==> src/core/hco_defines.svh <==
/*
 * Register offsets, field positions, reset values and widths of the
 * pointer overlay control block.
 * Assumes byte addresses on the register port, one 32-bit word per register.
 */
`ifndef HCO_DEFINES_SVH
`define HCO_DEFINES_SVH

`define HCO_ADDR_W          8
`define HCO_OFF_CONTROL     8'h80
`define HCO_OFF_STATE       8'h84
`define HCO_OFF_POSITION    8'h90

`define HCO_SHOW_BIT        0
`define HCO_DIM_LSB         1
`define HCO_DIM_MSB         3
`define HCO_FMT_LSB         4
`define HCO_FMT_MSB         6
`define HCO_PENDING_BIT     31

`define HCO_FMT_RESET       3'h0
`define HCO_DIM_RESET       3'h0
`define HCO_SHOW_RESET      1'h0

`define HCO_FETCH_ALIGN_W   7
`define HCO_DIM_32          7'h20
`define HCO_DIM_48          7'h30
`define HCO_DIM_64          7'h40

`endif

==> src/core/hco_pkg.sv <==
/*
 * Types shared by the pointer overlay control block.
 * Assumes hco_defines.svh is compiled with it.
 */
package hco_pkg;

    typedef enum logic [2:0] {
        FMT_TWO_COLOUR   = 3'h0,
        FMT_THREE_COLOUR = 3'h1,
        FMT_FOUR_COLOUR  = 3'h2,
        FMT_ARGB         = 3'h3,
        FMT_MASKED_ARGB  = 3'h4
    } hco_fmt_t;

    typedef enum logic [2:0] {
        DIM_32 = 3'h0,
        DIM_48 = 3'h1,
        DIM_64 = 3'h2
    } hco_dim_t;

    typedef enum logic [1:0] {
        BPP_8  = 2'h0,
        BPP_16 = 2'h1,
        BPP_32 = 2'h2
    } hco_bpp_t;

    typedef enum logic [0:0] {
        UPD_IDLE  = 1'h0,
        UPD_ARMED = 1'h1
    } hco_upd_t;

endpackage

==> src/core/hco_overlay.sv <==
/*
 * Pointer overlay control: double-buffered control register, pending-update
 * flag armed by a position write, live status, and the pixel merge stage.
 * Assumes a vertical blank pulse from the frame timing generator and that
 * the merged pixel feeds the colour lookup and gamma stage downstream.
 */
// Functional notes
// Control writes go to a holding copy.
// Held settings applied at armed vertical blank.
// Stopped engine makes control writes immediate.
// Format field 6:4, five codes, resets zero.
// Dimension field 3:1: 32, 48, 64.
// Show bit enables fetch and overlay.
// Show change waits for frame end.
// Status shows live format, dimension, show.
// Status bit 31 reads pending flag.
// Writing one to bit 31 cancels update.
// Software avoids changes while pending.
// Two-colour: colours, frame, inverted frame.
// Three-colour: three colours, code 11 transparent.
// Four-colour: four colours, none transparent.
// ARGB blends by alpha and 255 minus alpha.
// Masked ARGB: opaque, transparent, or XOR.
// At 8 bpp use blue byte only.
// At 16 bpp use low 5/6/5 bits; code takes the 6 bits from blue and the low 5 from green.
// Merge happens ahead of colour lookup.
// Fetch address aligned to 128 bytes.
// Pending flag clears after applying settings.
// Reserved live codes suppress the overlay.
`timescale 1ns/1ps
`include "hco_defines.svh"
`default_nettype none

module hco_overlay (
    input  wire logic                   sys_clk,
    input  wire logic                   resetn,
    input  wire logic [`HCO_ADDR_W-1:0] reg_addr,
    input  wire logic [31:0]            reg_wdata,
    input  wire logic                   reg_wr,
    input  wire logic                   reg_rd,
    output logic      [31:0]            reg_rdata,
    input  wire logic                   display_engine_stopped_flag,
    input  wire logic                   vblank_pulse,
    input  wire hco_pkg::hco_bpp_t      display_bpp,
    input  wire logic [31:0]            fetch_base,
    output logic                        fetch_enable,
    output logic      [31:0]            fetch_addr,
    output logic      [6:0]             pointer_side_px,
    input  wire logic [23:0]            colour0,
    input  wire logic [23:0]            colour1,
    input  wire logic [23:0]            colour2,
    input  wire logic [23:0]            colour3,
    input  wire logic                   pix_valid,
    input  wire logic [23:0]            frame_pix,
    input  wire logic                   pointer_hit,
    input  wire logic [1:0]             pointer_code,
    input  wire logic [31:0]            pointer_argb,
    output logic                        mix_valid,
    output logic      [23:0]            mix_pix
);
    import hco_pkg::*;

    logic     rst_meta_n;
    logic     rst_n;
    logic [2:0] hold_fmt;
    logic [2:0] hold_dim;
    logic     hold_show;
    logic [2:0] pointer_live_format;
    logic [2:0] pointer_live_dimension;
    logic     live_show;
    hco_upd_t upd_state;
    hco_upd_t next_upd_state;
    logic     pointer_update_pending;
    logic     wr_control;
    logic     wr_state;
    logic     wr_position;
    logic     cancel;
    logic     apply;
    logic     fmt_ok;
    logic     dim_ok;
    logic     overlay_on;
    logic [23:0] width_mask;
    logic [23:0] next_mix;
    logic [31:0] next_rdata;
    logic [7:0]  argb_alpha;
    logic [23:0] cursor_view;
    logic [7:0]  chan_cur [3];
    logic [7:0]  chan_frm [3];
    logic [7:0]  chan_mix [3];
    logic [23:0] blend_pix;

    // Reset is released through two flops so removal is synchronous.
    always_ff @(posedge sys_clk or negedge resetn) begin
        if (!resetn) begin
            rst_meta_n <= 1'b0;
            rst_n      <= 1'b0;
        end else begin
            rst_meta_n <= 1'b1;
            rst_n      <= rst_meta_n;
        end
    end

    assign wr_control  = reg_wr && (reg_addr == `HCO_OFF_CONTROL);
    assign wr_state    = reg_wr && (reg_addr == `HCO_OFF_STATE);
    assign wr_position = reg_wr && (reg_addr == `HCO_OFF_POSITION);
    // A cancel in the same cycle as a vertical blank wins, so nothing is applied.
    assign cancel      = wr_state && reg_wdata[`HCO_PENDING_BIT];
    assign apply       = vblank_pulse && (upd_state == UPD_ARMED) && !cancel;

    // Holding copy always follows control writes.
    always_ff @(posedge sys_clk or negedge rst_n) begin
        if (!rst_n) begin
            hold_fmt  <= `HCO_FMT_RESET;
            hold_dim  <= `HCO_DIM_RESET;
            hold_show <= `HCO_SHOW_RESET;
        end else if (wr_control) begin
            hold_fmt  <= reg_wdata[`HCO_FMT_MSB:`HCO_FMT_LSB];
            hold_dim  <= reg_wdata[`HCO_DIM_MSB:`HCO_DIM_LSB];
            hold_show <= reg_wdata[`HCO_SHOW_BIT];
        end
    end

    // Live settings change only at a frame boundary, so a show change
    // never cuts a frame in half; a stopped engine has no frame to protect.
    always_ff @(posedge sys_clk or negedge rst_n) begin
        if (!rst_n) begin
            pointer_live_format    <= `HCO_FMT_RESET;
            pointer_live_dimension <= `HCO_DIM_RESET;
            live_show              <= `HCO_SHOW_RESET;
        end else if (wr_control && display_engine_stopped_flag) begin
            pointer_live_format    <= reg_wdata[`HCO_FMT_MSB:`HCO_FMT_LSB];
            pointer_live_dimension <= reg_wdata[`HCO_DIM_MSB:`HCO_DIM_LSB];
            live_show              <= reg_wdata[`HCO_SHOW_BIT];
        end else if (apply) begin
            pointer_live_format    <= hold_fmt;
            pointer_live_dimension <= hold_dim;
            live_show              <= hold_show;
        end
    end

    // A new arm in the apply cycle keeps the flag set, so no arm is lost.
    always_comb begin
        next_upd_state = upd_state;
        case (upd_state)
            UPD_IDLE: begin
                if (wr_position && !display_engine_stopped_flag) begin
                    next_upd_state = UPD_ARMED;
                end
            end
            UPD_ARMED: begin
                if (wr_position) begin
                    next_upd_state = UPD_ARMED;
                end else if (cancel || apply) begin
                    next_upd_state = UPD_IDLE;
                end
            end
            default: begin
                next_upd_state = UPD_IDLE;
            end
        endcase
    end

    always_ff @(posedge sys_clk or negedge rst_n) begin
        if (!rst_n) begin
            upd_state <= UPD_IDLE;
        end else begin
            upd_state <= next_upd_state;
        end
    end

    assign pointer_update_pending = (upd_state == UPD_ARMED);

    // Unmapped addresses and idle cycles read zero, so a stale answer never
    // lingers on the port after its one cycle.
    always_comb begin
        next_rdata = 32'h0;
        if (reg_rd) begin
            case (reg_addr)
                `HCO_OFF_CONTROL: next_rdata = {25'h0, hold_fmt, hold_dim, hold_show};
                `HCO_OFF_STATE:   next_rdata = {pointer_update_pending, 24'h0, pointer_live_format,
                                                pointer_live_dimension, live_show};
                default:          next_rdata = 32'h0;
            endcase
        end
    end

    always_ff @(posedge sys_clk or negedge rst_n) begin
        if (!rst_n) begin
            reg_rdata <= 32'h0;
        end else begin
            reg_rdata <= next_rdata;
        end
    end

    assign fmt_ok = (pointer_live_format <= FMT_MASKED_ARGB);
    assign dim_ok = (pointer_live_dimension <= DIM_64);
    assign overlay_on = live_show && fmt_ok && dim_ok;

    always_ff @(posedge sys_clk or negedge rst_n) begin
        if (!rst_n) begin
            fetch_enable <= 1'b0;
        end else begin
            fetch_enable <= overlay_on;
        end
    end

    // The low address bits are forced to zero rather than trusted, so a
    // misaligned base can never start a fetch in the middle of a line.
    always_ff @(posedge sys_clk or negedge rst_n) begin
        if (!rst_n) begin
            fetch_addr <= 32'h0;
        end else begin
            fetch_addr <= {fetch_base[31:`HCO_FETCH_ALIGN_W], {`HCO_FETCH_ALIGN_W{1'b0}}};
        end
    end

    // Reserved dimension codes fall back to the smallest side.
    always_ff @(posedge sys_clk or negedge rst_n) begin
        if (!rst_n) begin
            pointer_side_px <= `HCO_DIM_32;
        end else begin
            case (pointer_live_dimension)
                DIM_48:  pointer_side_px <= `HCO_DIM_48;
                DIM_64:  pointer_side_px <= `HCO_DIM_64;
                default: pointer_side_px <= `HCO_DIM_32;
            endcase
        end
    end

    // Reduce a cursor pixel to the display depth.
    function automatic logic [23:0] depth_view(input logic [31:0] p, input hco_bpp_t b);
        case (b)
            BPP_8:   return {16'h0, p[7:0]};
            BPP_16:  return {8'h0, p[20:16], p[5:0], p[12:8]};
            default: return p[23:0];
        endcase
    endfunction

    assign argb_alpha  = pointer_argb[31:24];
    assign cursor_view = depth_view(pointer_argb, display_bpp);

    // Split cursor and frame into channels at the display depth; unused
    // channels stay zero so they blend to zero.
    always_comb begin
        chan_cur[0] = 8'h0;
        chan_cur[1] = 8'h0;
        chan_cur[2] = 8'h0;
        chan_frm[0] = 8'h0;
        chan_frm[1] = 8'h0;
        chan_frm[2] = 8'h0;
        case (display_bpp)
            BPP_8: begin
                chan_cur[0] = cursor_view[7:0];
                chan_frm[0] = frame_pix[7:0];
            end
            BPP_16: begin
                chan_cur[0] = {3'h0, cursor_view[4:0]};
                chan_cur[1] = {2'h0, cursor_view[10:5]};
                chan_cur[2] = {3'h0, cursor_view[15:11]};
                chan_frm[0] = {3'h0, frame_pix[4:0]};
                chan_frm[1] = {2'h0, frame_pix[10:5]};
                chan_frm[2] = {3'h0, frame_pix[15:11]};
            end
            default: begin
                chan_cur[0] = cursor_view[7:0];
                chan_cur[1] = cursor_view[15:8];
                chan_cur[2] = cursor_view[23:16];
                chan_frm[0] = frame_pix[7:0];
                chan_frm[1] = frame_pix[15:8];
                chan_frm[2] = frame_pix[23:16];
            end
        endcase
    end

    // Division by 255 is taken as a shift by 8; full alpha loses at most
    // one code step, which saves a divider per channel. The two weights
    // add up to 255, so the 16-bit sum cannot overflow.
    for (genvar i = 0; i < 3; i++) begin : g_blend
        logic [15:0] sum;
        assign sum         = 16'(argb_alpha) * 16'(chan_cur[i])
                           + 16'(8'hff - argb_alpha) * 16'(chan_frm[i]);
        assign chan_mix[i] = sum[15:8];
    end

    // A 5- or 6-bit channel blends to no more than its inputs, so its
    // result fits its field without saturation.
    always_comb begin
        case (display_bpp)
            BPP_8:   blend_pix = {16'h0, chan_mix[0]};
            BPP_16:  blend_pix = {8'h0, chan_mix[2][4:0], chan_mix[1][5:0], chan_mix[0][4:0]};
            default: blend_pix = {chan_mix[2], chan_mix[1], chan_mix[0]};
        endcase
    end

    always_comb begin
        case (display_bpp)
            BPP_8:   width_mask = 24'h0000ff;
            BPP_16:  width_mask = 24'h00ffff;
            default: width_mask = 24'hffffff;
        endcase
    end

    always_comb begin
        next_mix = frame_pix;
        if (overlay_on && pointer_hit) begin
            case (pointer_live_format)
                FMT_TWO_COLOUR: begin
                    case (pointer_code)
                        2'h0:    next_mix = colour0;
                        2'h1:    next_mix = colour1;
                        2'h2:    next_mix = frame_pix;
                        default: next_mix = ~frame_pix;
                    endcase
                end
                FMT_THREE_COLOUR: begin
                    case (pointer_code)
                        2'h0:    next_mix = colour0;
                        2'h1:    next_mix = colour1;
                        2'h2:    next_mix = colour2;
                        default: next_mix = frame_pix;
                    endcase
                end
                FMT_FOUR_COLOUR: begin
                    case (pointer_code)
                        2'h0:    next_mix = colour0;
                        2'h1:    next_mix = colour1;
                        2'h2:    next_mix = colour2;
                        default: next_mix = colour3;
                    endcase
                end
                FMT_ARGB: begin
                    next_mix = blend_pix;
                end
                FMT_MASKED_ARGB: begin
                    if (argb_alpha == 8'h00) begin
                        next_mix = cursor_view;
                    end else if (argb_alpha == 8'hff) begin
                        next_mix = cursor_view ^ frame_pix;
                    end else begin
                        next_mix = frame_pix;
                    end
                end
                default: begin
                    next_mix = frame_pix;
                end
            endcase
        end
    end

    always_ff @(posedge sys_clk or negedge rst_n) begin
        if (!rst_n) begin
            mix_valid <= 1'b0;
        end else begin
            mix_valid <= pix_valid;
        end
    end

    // The merged pixel leaves before colour lookup and gamma, so cursor
    // colours are corrected together with the frame.
    always_ff @(posedge sys_clk or negedge rst_n) begin
        if (!rst_n) begin
            mix_pix <= 24'h0;
        end else begin
            mix_pix <= next_mix & width_mask;
        end
    end

endmodule // hco_overlay

`default_nettype wire

==> config.mk <==
export PLATFORM = sky130hd
export DESIGN_NAME = hco_overlay
export DESIGN_NICKNAME = d
export VERILOG_FILES = /design/src/core/hco_pkg.sv /design/src/core/hco_overlay.sv
export VERILOG_INCLUDE_DIRS = /design/src /design/src/core
export SDC_FILE = /design/constraint.sdc
export NUM_CORES = 1
export LEC_CHECK = 0
export BUFFER_PORTS_ARGS = -buffer_cell sky130_fd_sc_hd__buf_2
export CORE_ASPECT_RATIO = 0.75
export CORE_MARGIN = 2
export CORE_UTILIZATION = 40
export CTS_BUF_LIST = sky130_fd_sc_hd__clkbuf_16
export DETAILED_ROUTE_END_ITERATION = 12
export PLACE_DENSITY = 0.64
export SETUP_SLACK_MARGIN = 0.3
export SLEW_MARGIN = 30
export SYNTH_ARGS = -nofsm -noshare
export SYNTH_HDL_FRONTEND = slang
export SYNTH_SLANG_ARGS = --single-unit
==> constraint.sdc <==
create_clock -name sys_clk -period 3.1 [get_ports sys_clk]
set_clock_uncertainty 0.2 [all_clocks]
set_input_delay 0.62 -clock sys_clk [delete_from_list [all_inputs] [get_ports sys_clk]]
set_output_delay 0.62 -clock sys_clk [all_outputs]
set_load 0.1 [all_outputs]
; Word level (Yosys, flattened, before mapping)
; Cells that the tools add are included.
[totals]
latch_bits = 0
mem_count = 0
regBits = 107
inputBits = 236
mem_bits_ro = 0
out_inout_bits = 97
mem_bits_rw = 0
[classes]
bitwise_logic = 4
n_mul = 6
shifts = 0
div_mod_pow = 0
magnitude_cmp = 2
reduce_logical = 19
mux = 27
n_eq_ne = 13
n_addsub = 4
[op_table]
columns = cell, count
row1 = $pmux W24 S3, 3
row2 = $pmux W24 S2, 3
row3 = $pmux W24 S5, 1
row4 = $mux W24, 3
row5 = $pmux W16 S2, 2
row6 = $pmux W32 S2, 1
row7 = $add A16 B16 Y16, 3
row8 = $mul A8 B8 Y16, 3
row9 = $eq A8 B8 Y1 const B, 4
row10 = $mul A16 B8 Y16, 2
row11 = $mux W32, 1
row12 = $and A24 B24 Y24, 1
row13 = $not A24 Y24, 1
row14 = $xor A24 B24 Y24, 1
row15 = $mul A9 B9 Y16, 1
row16 = $mux W8, 2
row17 = $pmux W7 S2, 1
row18 = $mux W3, 4
row19 = $logic_and A1 B1 Y1, 11
row20 = $eq A3 B2 Y1 const B, 3
row21 = $sub A8 B8 Y9 const A, 1
row22 = $logic_not A8 Y1, 1
row23 = $eq A3 B1 Y1 const B, 2
row24 = $mux W1, 5
row25 = other kinds (12), 15

; Logic depth before layout (Yosys ltp)
; Gate-level depths: netlist (run 1).
[depth]
ltp_word = 9
ltp_mapped = 25
ltp_nobuf = 23

; Worst setup path before layout (run 1)
; OpenSTA, ideal clock, no wires.
[synth_path]
kind = input port to flip-flop
from = input port display_bpp[1]
to = register mix_pix[21]
setup_slack_ns = -4.028
setup_time_ns = 0.133
path_stages = 24
path_buffers = 3
arrival_ns = 6.795
required_ns = 2.767
cell_sequence = clkbuf_1 > clkbuf_1 > buf_1 > a22oi_1 > or2_2 > fa_1 > inv_1 > fa_1 > inv_1 > fa_1 > inv_1 > fa_1 > fa_1 > inv_1 > fa_1 > inv_1 > ha_1 > nand3_1 > or3_1 > o21ai_0 > a21oi_1 > xnor2_1 > a2111oi_0 > nor2_1
[synth_between]
elab_chain_cells = 9
[synth_lines]
columns = item, line_no
row1 = "start, declared", hco_overlay.sv:44  ; input wire hco_pkg::hco_bpp_t display_bpp,
row2 = $eq A2 B1 Y1 or $logic_not A2 Y1 (tied branches), n/a
row3 = $pmux W24 S2, hco_overlay.sv:232  ; case (b)
row4 = $pmux W16 S2, hco_overlay.sv:251  ; case (display_bpp)
row5 = $mul A8 B8 Y16, hco_overlay.sv:280  ; assign sum = 16'(argb_alpha) * 16'(chan_cur[i])
row6 = $add A16 B16 Y16, hco_overlay.sv:281  ; + 16'(8'hff - argb_alpha) * 16'(chan_frm[i]);
row7 = $pmux W24 S2, hco_overlay.sv:288  ; case (display_bpp)
row8 = $pmux W24 S5, hco_overlay.sv:306  ; case (pointer_live_format)
row9 = $mux W24, hco_overlay.sv:305  ; if (overlay_on && pointer_hit) begin
row10 = $and A24 B24 Y24 (*), hco_overlay.sv:364  ; mix_pix <= next_mix & width_mask;
row11 = "end signal, assigned", hco_overlay.sv:364
row12 = "end, declared", hco_overlay.sv:59  ; output logic [23:0] mix_pix
; Every way passes the cells marked *; elsewhere a longest branch is shown, timed or not.
; A chain may end at the register's enable or synchronous reset.

; Worst setup path after layout (run 1)
[layout_path]
from = input port display_bpp[1]
to = register mix_pix[15]
[layout_between]
elab_chain_cells = 9
[layout_lines]
columns = item, line_no
row1 = "parallel branches: the longest is 8 deep, another holds $mul A16 B8 Y16", n/a
row2 = $and A24 B24 Y24 (*), hco_overlay.sv:364
; Every way passes the cells marked *.

==> impl_metrics.toml, run 1 <==
[yosys]
syn-instance-count = 2183
yosys_warnings = 0
synthesis.area_per_instance_um2 = 8.42
async_flop_share_pct = 100
synth-seq-area-share_pct = 10.8
synth_edf_count = 0
syn_area_um2 = 18400
ys_seq_elements = 79
synth_ff_type = "dfrtp_1"
synthDistinctLibCells = 71

[global_route]
grt_max_degree = 78
grt_overflow = 0
grtUsageTotal_pct = 26.8
grt_pass1_wl_um = 99000
grt_pass1_vias = 17600
antenna_found_initial = 12

[critical_path]
worst_path_most_repeated_cell = "fa_1"
arrival_ns = 6.38
cp.required_ns = 3.12
slowest_stage = "fa_1"
endpoint_kind = "flip-flop"
rrSetupSlack_ns = 0.15
crit_type = "in2reg"
cp_cell_sequence = "buf_12 -> buf_8 -> buf_4 -> a22oi_2 -> buf_4 -> nor2_4 -> fa_1 -> fa_1 -> fa_1 -> fa_1 -> fa_1 -> inv_2 -> fa_1 -> inv_2 -> ha_4 -> nand2_1 -> or3_4 -> o21ai_4 -> a221o_1 -> nor3b_2 -> o31ai_2 -> buf_4 -> a21oi_1"
rr_worst_depth = 8
cp_slowest_stage_delay_ns = 0.55
path_max_fanout = 7
start_kind = "input pin"

[floorplan]
initial_utilization_pct = 40.8
fp.dieArea_um2 = 47700
dieWidth_um = 252
die_y_um = 190
coreArea_um2 = 45000
pin_count = 333
num_rows = 67

[clocking]
cts_tree = "done"
clk-insertion-delay-late_ns = 0.36
cts_num_sinks = 79
cts_root_buf = "clkbuf_16"
clkTransAtPathRegs_ns = 0.07
cts_inserted_buffers = 9
htree_num_levels = 3
cts_buffer_depth = 2

[job]
drv_cap = 0

[final_layout]
final_nets = 3353
final_common_cell = "inv_1"
nFillCells = 4096
final_cell_area_um2 = 23900
area_growth_pct = 29.7
mostFrequentLayoutCells = "394 x inv_1, 289 x buf_4, 277 x fa_1, 264 x buf_2, 173 x ha_1"
drive_above_1_share_pct = 31.9
stdcell_count = 3246

[outcome]
outcome = "finished, violations left"
violations = "negative setup slack"

[placed_design]
gp_congestion = 0.959
dp_hpwl_um = 53100
placed_area_um2 = 22400
io_buffers = 266
dp_cells = 3187

[power]
power_per_cell_area_nw_per_um2 = 841
ir_drop_v = 0.00117
leakage_uw = 0.0123

[drt]
ant_nets = 0
vias_per_cell = 5.30
wire_per_inst_um = 19.7
drt_iter0_markers = 1574
vias = 17200
wl_um = 64000
drc = 0
drt_pre_antenna_iters = 6

[timing]
setup_slack_ns = -3.26
period_needed_ns = 6.36
hold_ws_ns = 0.111
tightest_slew_ns = 0.898
hold_violations = 0
rsz0062_at_grt = "true"
maxSlewViolCount = 0
clock.fmax_mhz = 157
setup_violations = 24
period_share_pct = 205
slew_headroom_pct = 39.9

[hold_path]
hold_path.class = "reg2async"
[through the flow]
step,total power [uW],util [%],setup TNS [ns],setup slack [ns]
floorplan,10000,-,-71.28,-3.36
detailed placement,15400,49.9,-85.06,-3.81
global placement,15100,49.9,-83.03,-3.80
CTS,18400,52.2,-72.53,-3.21
finish,20000,53.0,-73.51,-3.26
global route,21800,53.0,-77.71,-3.44
[cells in the mapped netlist (8+ instances only)]
library cell | number | area share, %
a21oi_1 | 83 | 2.3
a2111oi_0 | 11 | 0.52
a311oi_1 | 9 | 0.43
nor2_1 | 141 | 2.9
xor2_1 | 9 | 0.43
mux2i_1 | 10 | 0.54
buf_4 | 37 | 1.5
nor3_1 | 12 | 0.33
nand2_1 | 179 | 3.7
clkbuf_1 | 112 | 2.3
and3_1 | 52 | 1.8
xnor2_1 | 30 | 1.4
and2_1 | 57 | 1.9
dfrtp_1 | 78 | 11
o21a_1 | 11 | 0.45
nand3_1 | 29 | 0.79
inv_1 | 413 | 8.4
a22o_1 | 14 | 0.67
buf_2 | 12 | 0.33
o21ai_1 | 8 | 0.22
a211oi_1 | 24 | 0.98
or2_2 | 66 | 2.2
o21ai_0 | 98 | 2.7
mux2_2 | 15 | 0.92
nand2b_1 | 20 | 0.68
fa_1 | 284 | 31
nor2b_1 | 37 | 1.3
a22oi_1 | 34 | 1.4
ha_1 | 185 | 13
a31oi_1 | 15 | 0.51
[where the power goes]
| group | leakage [uW] | switching [uW] | internal [uW] |
|---|---|---|---|
| Combinational | 0.0112 | 9410 | 8290 |
| Sequential | 0.000992 | 25.8 | 1070 |
| Clock | 0.000161 | 527 | 725 |
[path summary, 6_finish.rpt]
kind                                                    start                 endpoint
max                                            display_bpp[1]    mix_pix[15]$_DFF_PN0_
min                                           rst_n$_DFF_PN0_   reg_rdata[5]$_DFF_PN0_
max reg2reg                pointer_live_format[0]$_DFFE_PN0P_     mix_pix[1]$_DFF_PN0_
min reg2reg                                   rst_n$_DFF_PN0_   reg_rdata[5]$_DFF_PN0_
max in group asynchronous                     rst_n$_DFF_PN0_    mix_pix[15]$_DFF_PN0_
min in group sys_clk                            fetch_base[9]  fetch_addr[9]$_DFF_PN0_
[flip-flops by register name (all words and copies together) (netlist names), 3 cells and up]
signal and count:
fetch_addr 25, hold_dim 3, hold_fmt 3, pointer_side_px 3, reg_rdata 8, pointer_live_format 3, pointer_live_dimension 3, mix_pix 24
[worst max-delay path: cells and delay by family]
| kind | cells | cell delay, ns |
|---|---|---|
| AO/OA/AOI/OAI | 5 | 1.15 |
| adder cells (fa/ha/maj) | 7 | 3.22 |
| buffers and inverters | 7 | 0.83 |
| AND/OR/NAND/NOR | 4 | 0.55 |
[cells by family after synthesis]
group	share of synthesized area, %
AND/OR/NAND/NOR	16.9
other	0.0408
buffers and inverters	12.8
multiplexers	1.71
AO/OA/AOI/OAI	12.5
adder cells (fa/ha/maj)	43.5
XOR/XNOR	1.86
flip-flops	10.8
[metal layers]
layer,GRT usage [%],vias to the layer above,part of all wire (%)
met3,5.06,126,7.6
met1,38.7,8623,44
met2,40.6,652,45
met4,8.01,10,3.1
li1,-,7802,-
met5,0,-,0.077
[cell type report]
cell class | instances | area (um2) | area share [%]
multi-input cells | 1556 | 15100 | 63.4
repair buffers | 589 | 4100 | 17.2
flip-flops and latches | 79 | 1980 | 8.31
inverters | 413 | 1550 | 6.50
well taps | 586 | 733 | 3.07
clock buffers | 9 | 225 | 0.944
clock inverters | 7 | 113 | 0.472
diodes | 7 | 17.5 | 0.0734
[timing repair]
action	CTS	global route
buffers inserted	25	7
setup endpoints to repair	24	24
hold buffers	1	0
pin swaps	75	31
gates cloned	2	1
endpoints found under the hold margin	2	0
gates resized for setup	110	49
No activity file was read; power rests on OpenSTA's default activity.
==> run 2, diff against run 1 <==
- CTS_BUF_LIST: sky130_fd_sc_hd__clkbuf_16 -> sky130_fd_sc_hd__clkbuf_8
==> impl_metrics.toml, run 2 (same netlist as run 1, synthesis figures left out) <==
[clocking]
cts_num_sinks = 79
cts_inserted_buffers = 9
clkTransAtPathRegs_ns = 0.10
htree_num_levels = 3
clk-insertion-delay-late_ns = 0.39
cts_tree = "done"
cts_root_buf = "clkbuf_8"
cts_buffer_depth = 2

[placed_design]
dp_hpwl_um = 53100
io_buffers = 266
dp_cells = 3187
dp_slack_ns = -3.81
gp_congestion = 0.959

[power]
ir_drop_v = 0.00106
power_per_cell_area_nw_per_um2 = 833
fin_total_pwr_uw = 19600
leakage_uw = 0.0122

[critical_path]
cp_slowest_stage_delay_ns = 0.56
endpoint_kind = "flip-flop"
path_max_fanout = 5
arrival_ns = 6.47
crit_start = "display_bpp[1]"
crit_buf_inv = 7
crit_family = "adder cells"
cp_cell_sequence = "buf_8 -> nor2b_4 -> buf_4 -> clkbuf_16 -> a22oi_2 -> buf_4 -> or2_4 -> fa_1 -> inv_1 -> fa_2 -> fa_1 -> fa_1 -> fa_1 -> inv_1 -> fa_1 -> inv_2 -> ha_4 -> o21ai_2 -> o21a_1 -> nor3_4 -> a31oi_4 -> xnor2_2 -> a2111oi_0 -> a21oi_2"
start_kind = "input pin"
rr_worst_depth = 8
reg2reg_to = "mix_pix[1]$_DFF_PN0_"
worstSetupEndpoint = "mix_pix[14]$_DFF_PN0_"
crit_type = "in2reg"
reg2reg_from = "pointer_live_format[0]$_DFFE_PN0P_"
cp.depth = 24
slowest_stage = "a2111oi_0"
worst_path_most_repeated_cell = "fa_1"
rrSetupSlack_ns = 0.12
cp.required_ns = 3.16

[global_route]
grt_pass1_wl_um = 98200
antenna_found_initial = 14
grt_pass1_vias = 17500
grtUsageTotal_pct = 26.5
grt_max_degree = 78
grt_overflow = 0

[drt]
drt_iter0_markers = 1397
vias_per_cell = 5.29
vias = 17100
drt_pre_antenna_iters = 6
drc = 0
wire_per_inst_um = 19.6
ant_nets = 0
wl_um = 63600

[timing]
fin_setup_tns_ns = -73.19
rsz0062_at_grt = "true"
setup_violations = 24
clock.fmax_mhz = 156
hold_violations = 0
period_share_pct = 207
period_needed_ns = 6.41
maxSlewViolCount = 0
setup_slack_ns = -3.31
tightest_slew_ns = 0.884
slew_headroom_pct = 40.9

[final_layout]
mostFrequentLayoutCells = "402 x inv_1, 281 x buf_4, 277 x fa_1, 264 x buf_2, 173 x ha_1"
final_common_cell = "inv_1"
drive_above_1_share_pct = 31.2
top_regs = "fetch_addr: 25 flops, mix_pix: 24 flops, reg_rdata: 8 flops"
top_register = "fetch_addr"
stdcell_count = 3238
nFillCells = 4145
area_growth_pct = 28.2
largest_reg_flops = 25
final_nets = 3342
postLayoutCoreUtil_pct = 52.4

[floorplan]
initial_utilization_pct = 40.8
fp.dieArea_um2 = 47700
dieWidth_um = 252
die_y_um = 190
num_rows = 67
pin_count = 333
coreArea_um2 = 45000

[outcome]
violations = "negative setup slack"
outcome = "finished, violations left"

[job]
drv_cap = 0

[hold_path]
hold_path.class = "reg2async"
==> run 2: cell count changes in the layout (fill, tap and decap cells not counted), moves of 3 or more <==
cell,delta
inv_2,-8
nand2_1,+4
diode_2,+3
nor2_2,+3
clkbuf_8,+9
buf_4,-8
clkbuf_16,-9
inv_1,+8
nand2_2,-3
==> run 2: through the flow <==
step	instance area, um2	hold WS [ns]
floorplan	18900	0.124
detailed placement	22400	0.155
CTS	23200	0.108
global route	23600	0.104
finish	23600	0.123
global placement	22400	0.133
==> run 2: what timing repair did <==
item	in CTS	in global routing
cloned	0	1
endpoints found under the setup margin	24	24
setup buffers	19	4
resized for setup	90	50
endpoints found under the hold margin	2	0
pin swaps	47	47
hold buffers	1	0
==> run 2: layout make-up <==
class	count	area (um2)	share of cell area, %
clock inverter	7	113	0.478
tap	586	733	3.11
antenna	10	25.0	0.106
clock buffer	9	124	0.525
timing repair buffer	578	3980	16.9
inverter	413	1550	6.58
multi-input combinational	1556	15100	63.9
sequential	79	1980	8.41
==> run 2: worst reg2reg max path: stages (launching register included) <==
cell and delay [ns]:
dfrtp_1 0.60, nor2b_2 0.33, buf_4 0.29, a22oi_1 0.13, o21ai_0 0.42, a21oi_1 0.15, o311ai_0 0.39, o221ai_1 0.22
a31oi_1 0.19
==> run 2: power by group <==
group	switching (uW)	internal (uW)
clock network	491	472
registers	25.7	1070
logic	9460	8110
total	9980	9660
==> run 2: worst min-delay path by stage <==
| stage | startpoint | to | slack [ns] | cells after the start |
|---|---|---|---|---|
| floorplan | resetn | rst_meta_n$_DFF_PN0_ | 0.12 | 0 |
| global placement | rst_meta_n$_DFF_PN0_ | rst_n$_DFF_PN0_ | 0.13 | 0 |
| detailed placement | rst_meta_n$_DFF_PN0_ | rst_n$_DFF_PN0_ | 0.15 | 0 |
| CTS | fetch_base[9] | fetch_addr[9]$_DFF_PN0_ | 0.11 | 1 |
| global route | fetch_base[11] | fetch_addr[11]$_DFF_PN0_ | 0.10 | 1 |
| finish | rst_n$_DFF_PN0_ | reg_rdata[5]$_DFF_PN0_ | 0.12 | 1 |
==> run 2: routing by layer <==
| metal | routed length [um] | global-route usage, % | up-vias |
|---|---|---|---|
| met2 | 28700 | 40.5 | 687 |
| li1 | - | - | 7773 |
| met3 | 5250 | 4.99 | 104 |
| met5 | 40 | 0 | - |
| met4 | 1760 | 7.58 | 8 |
| met1 | 27900 | 38.4 | 8550 |
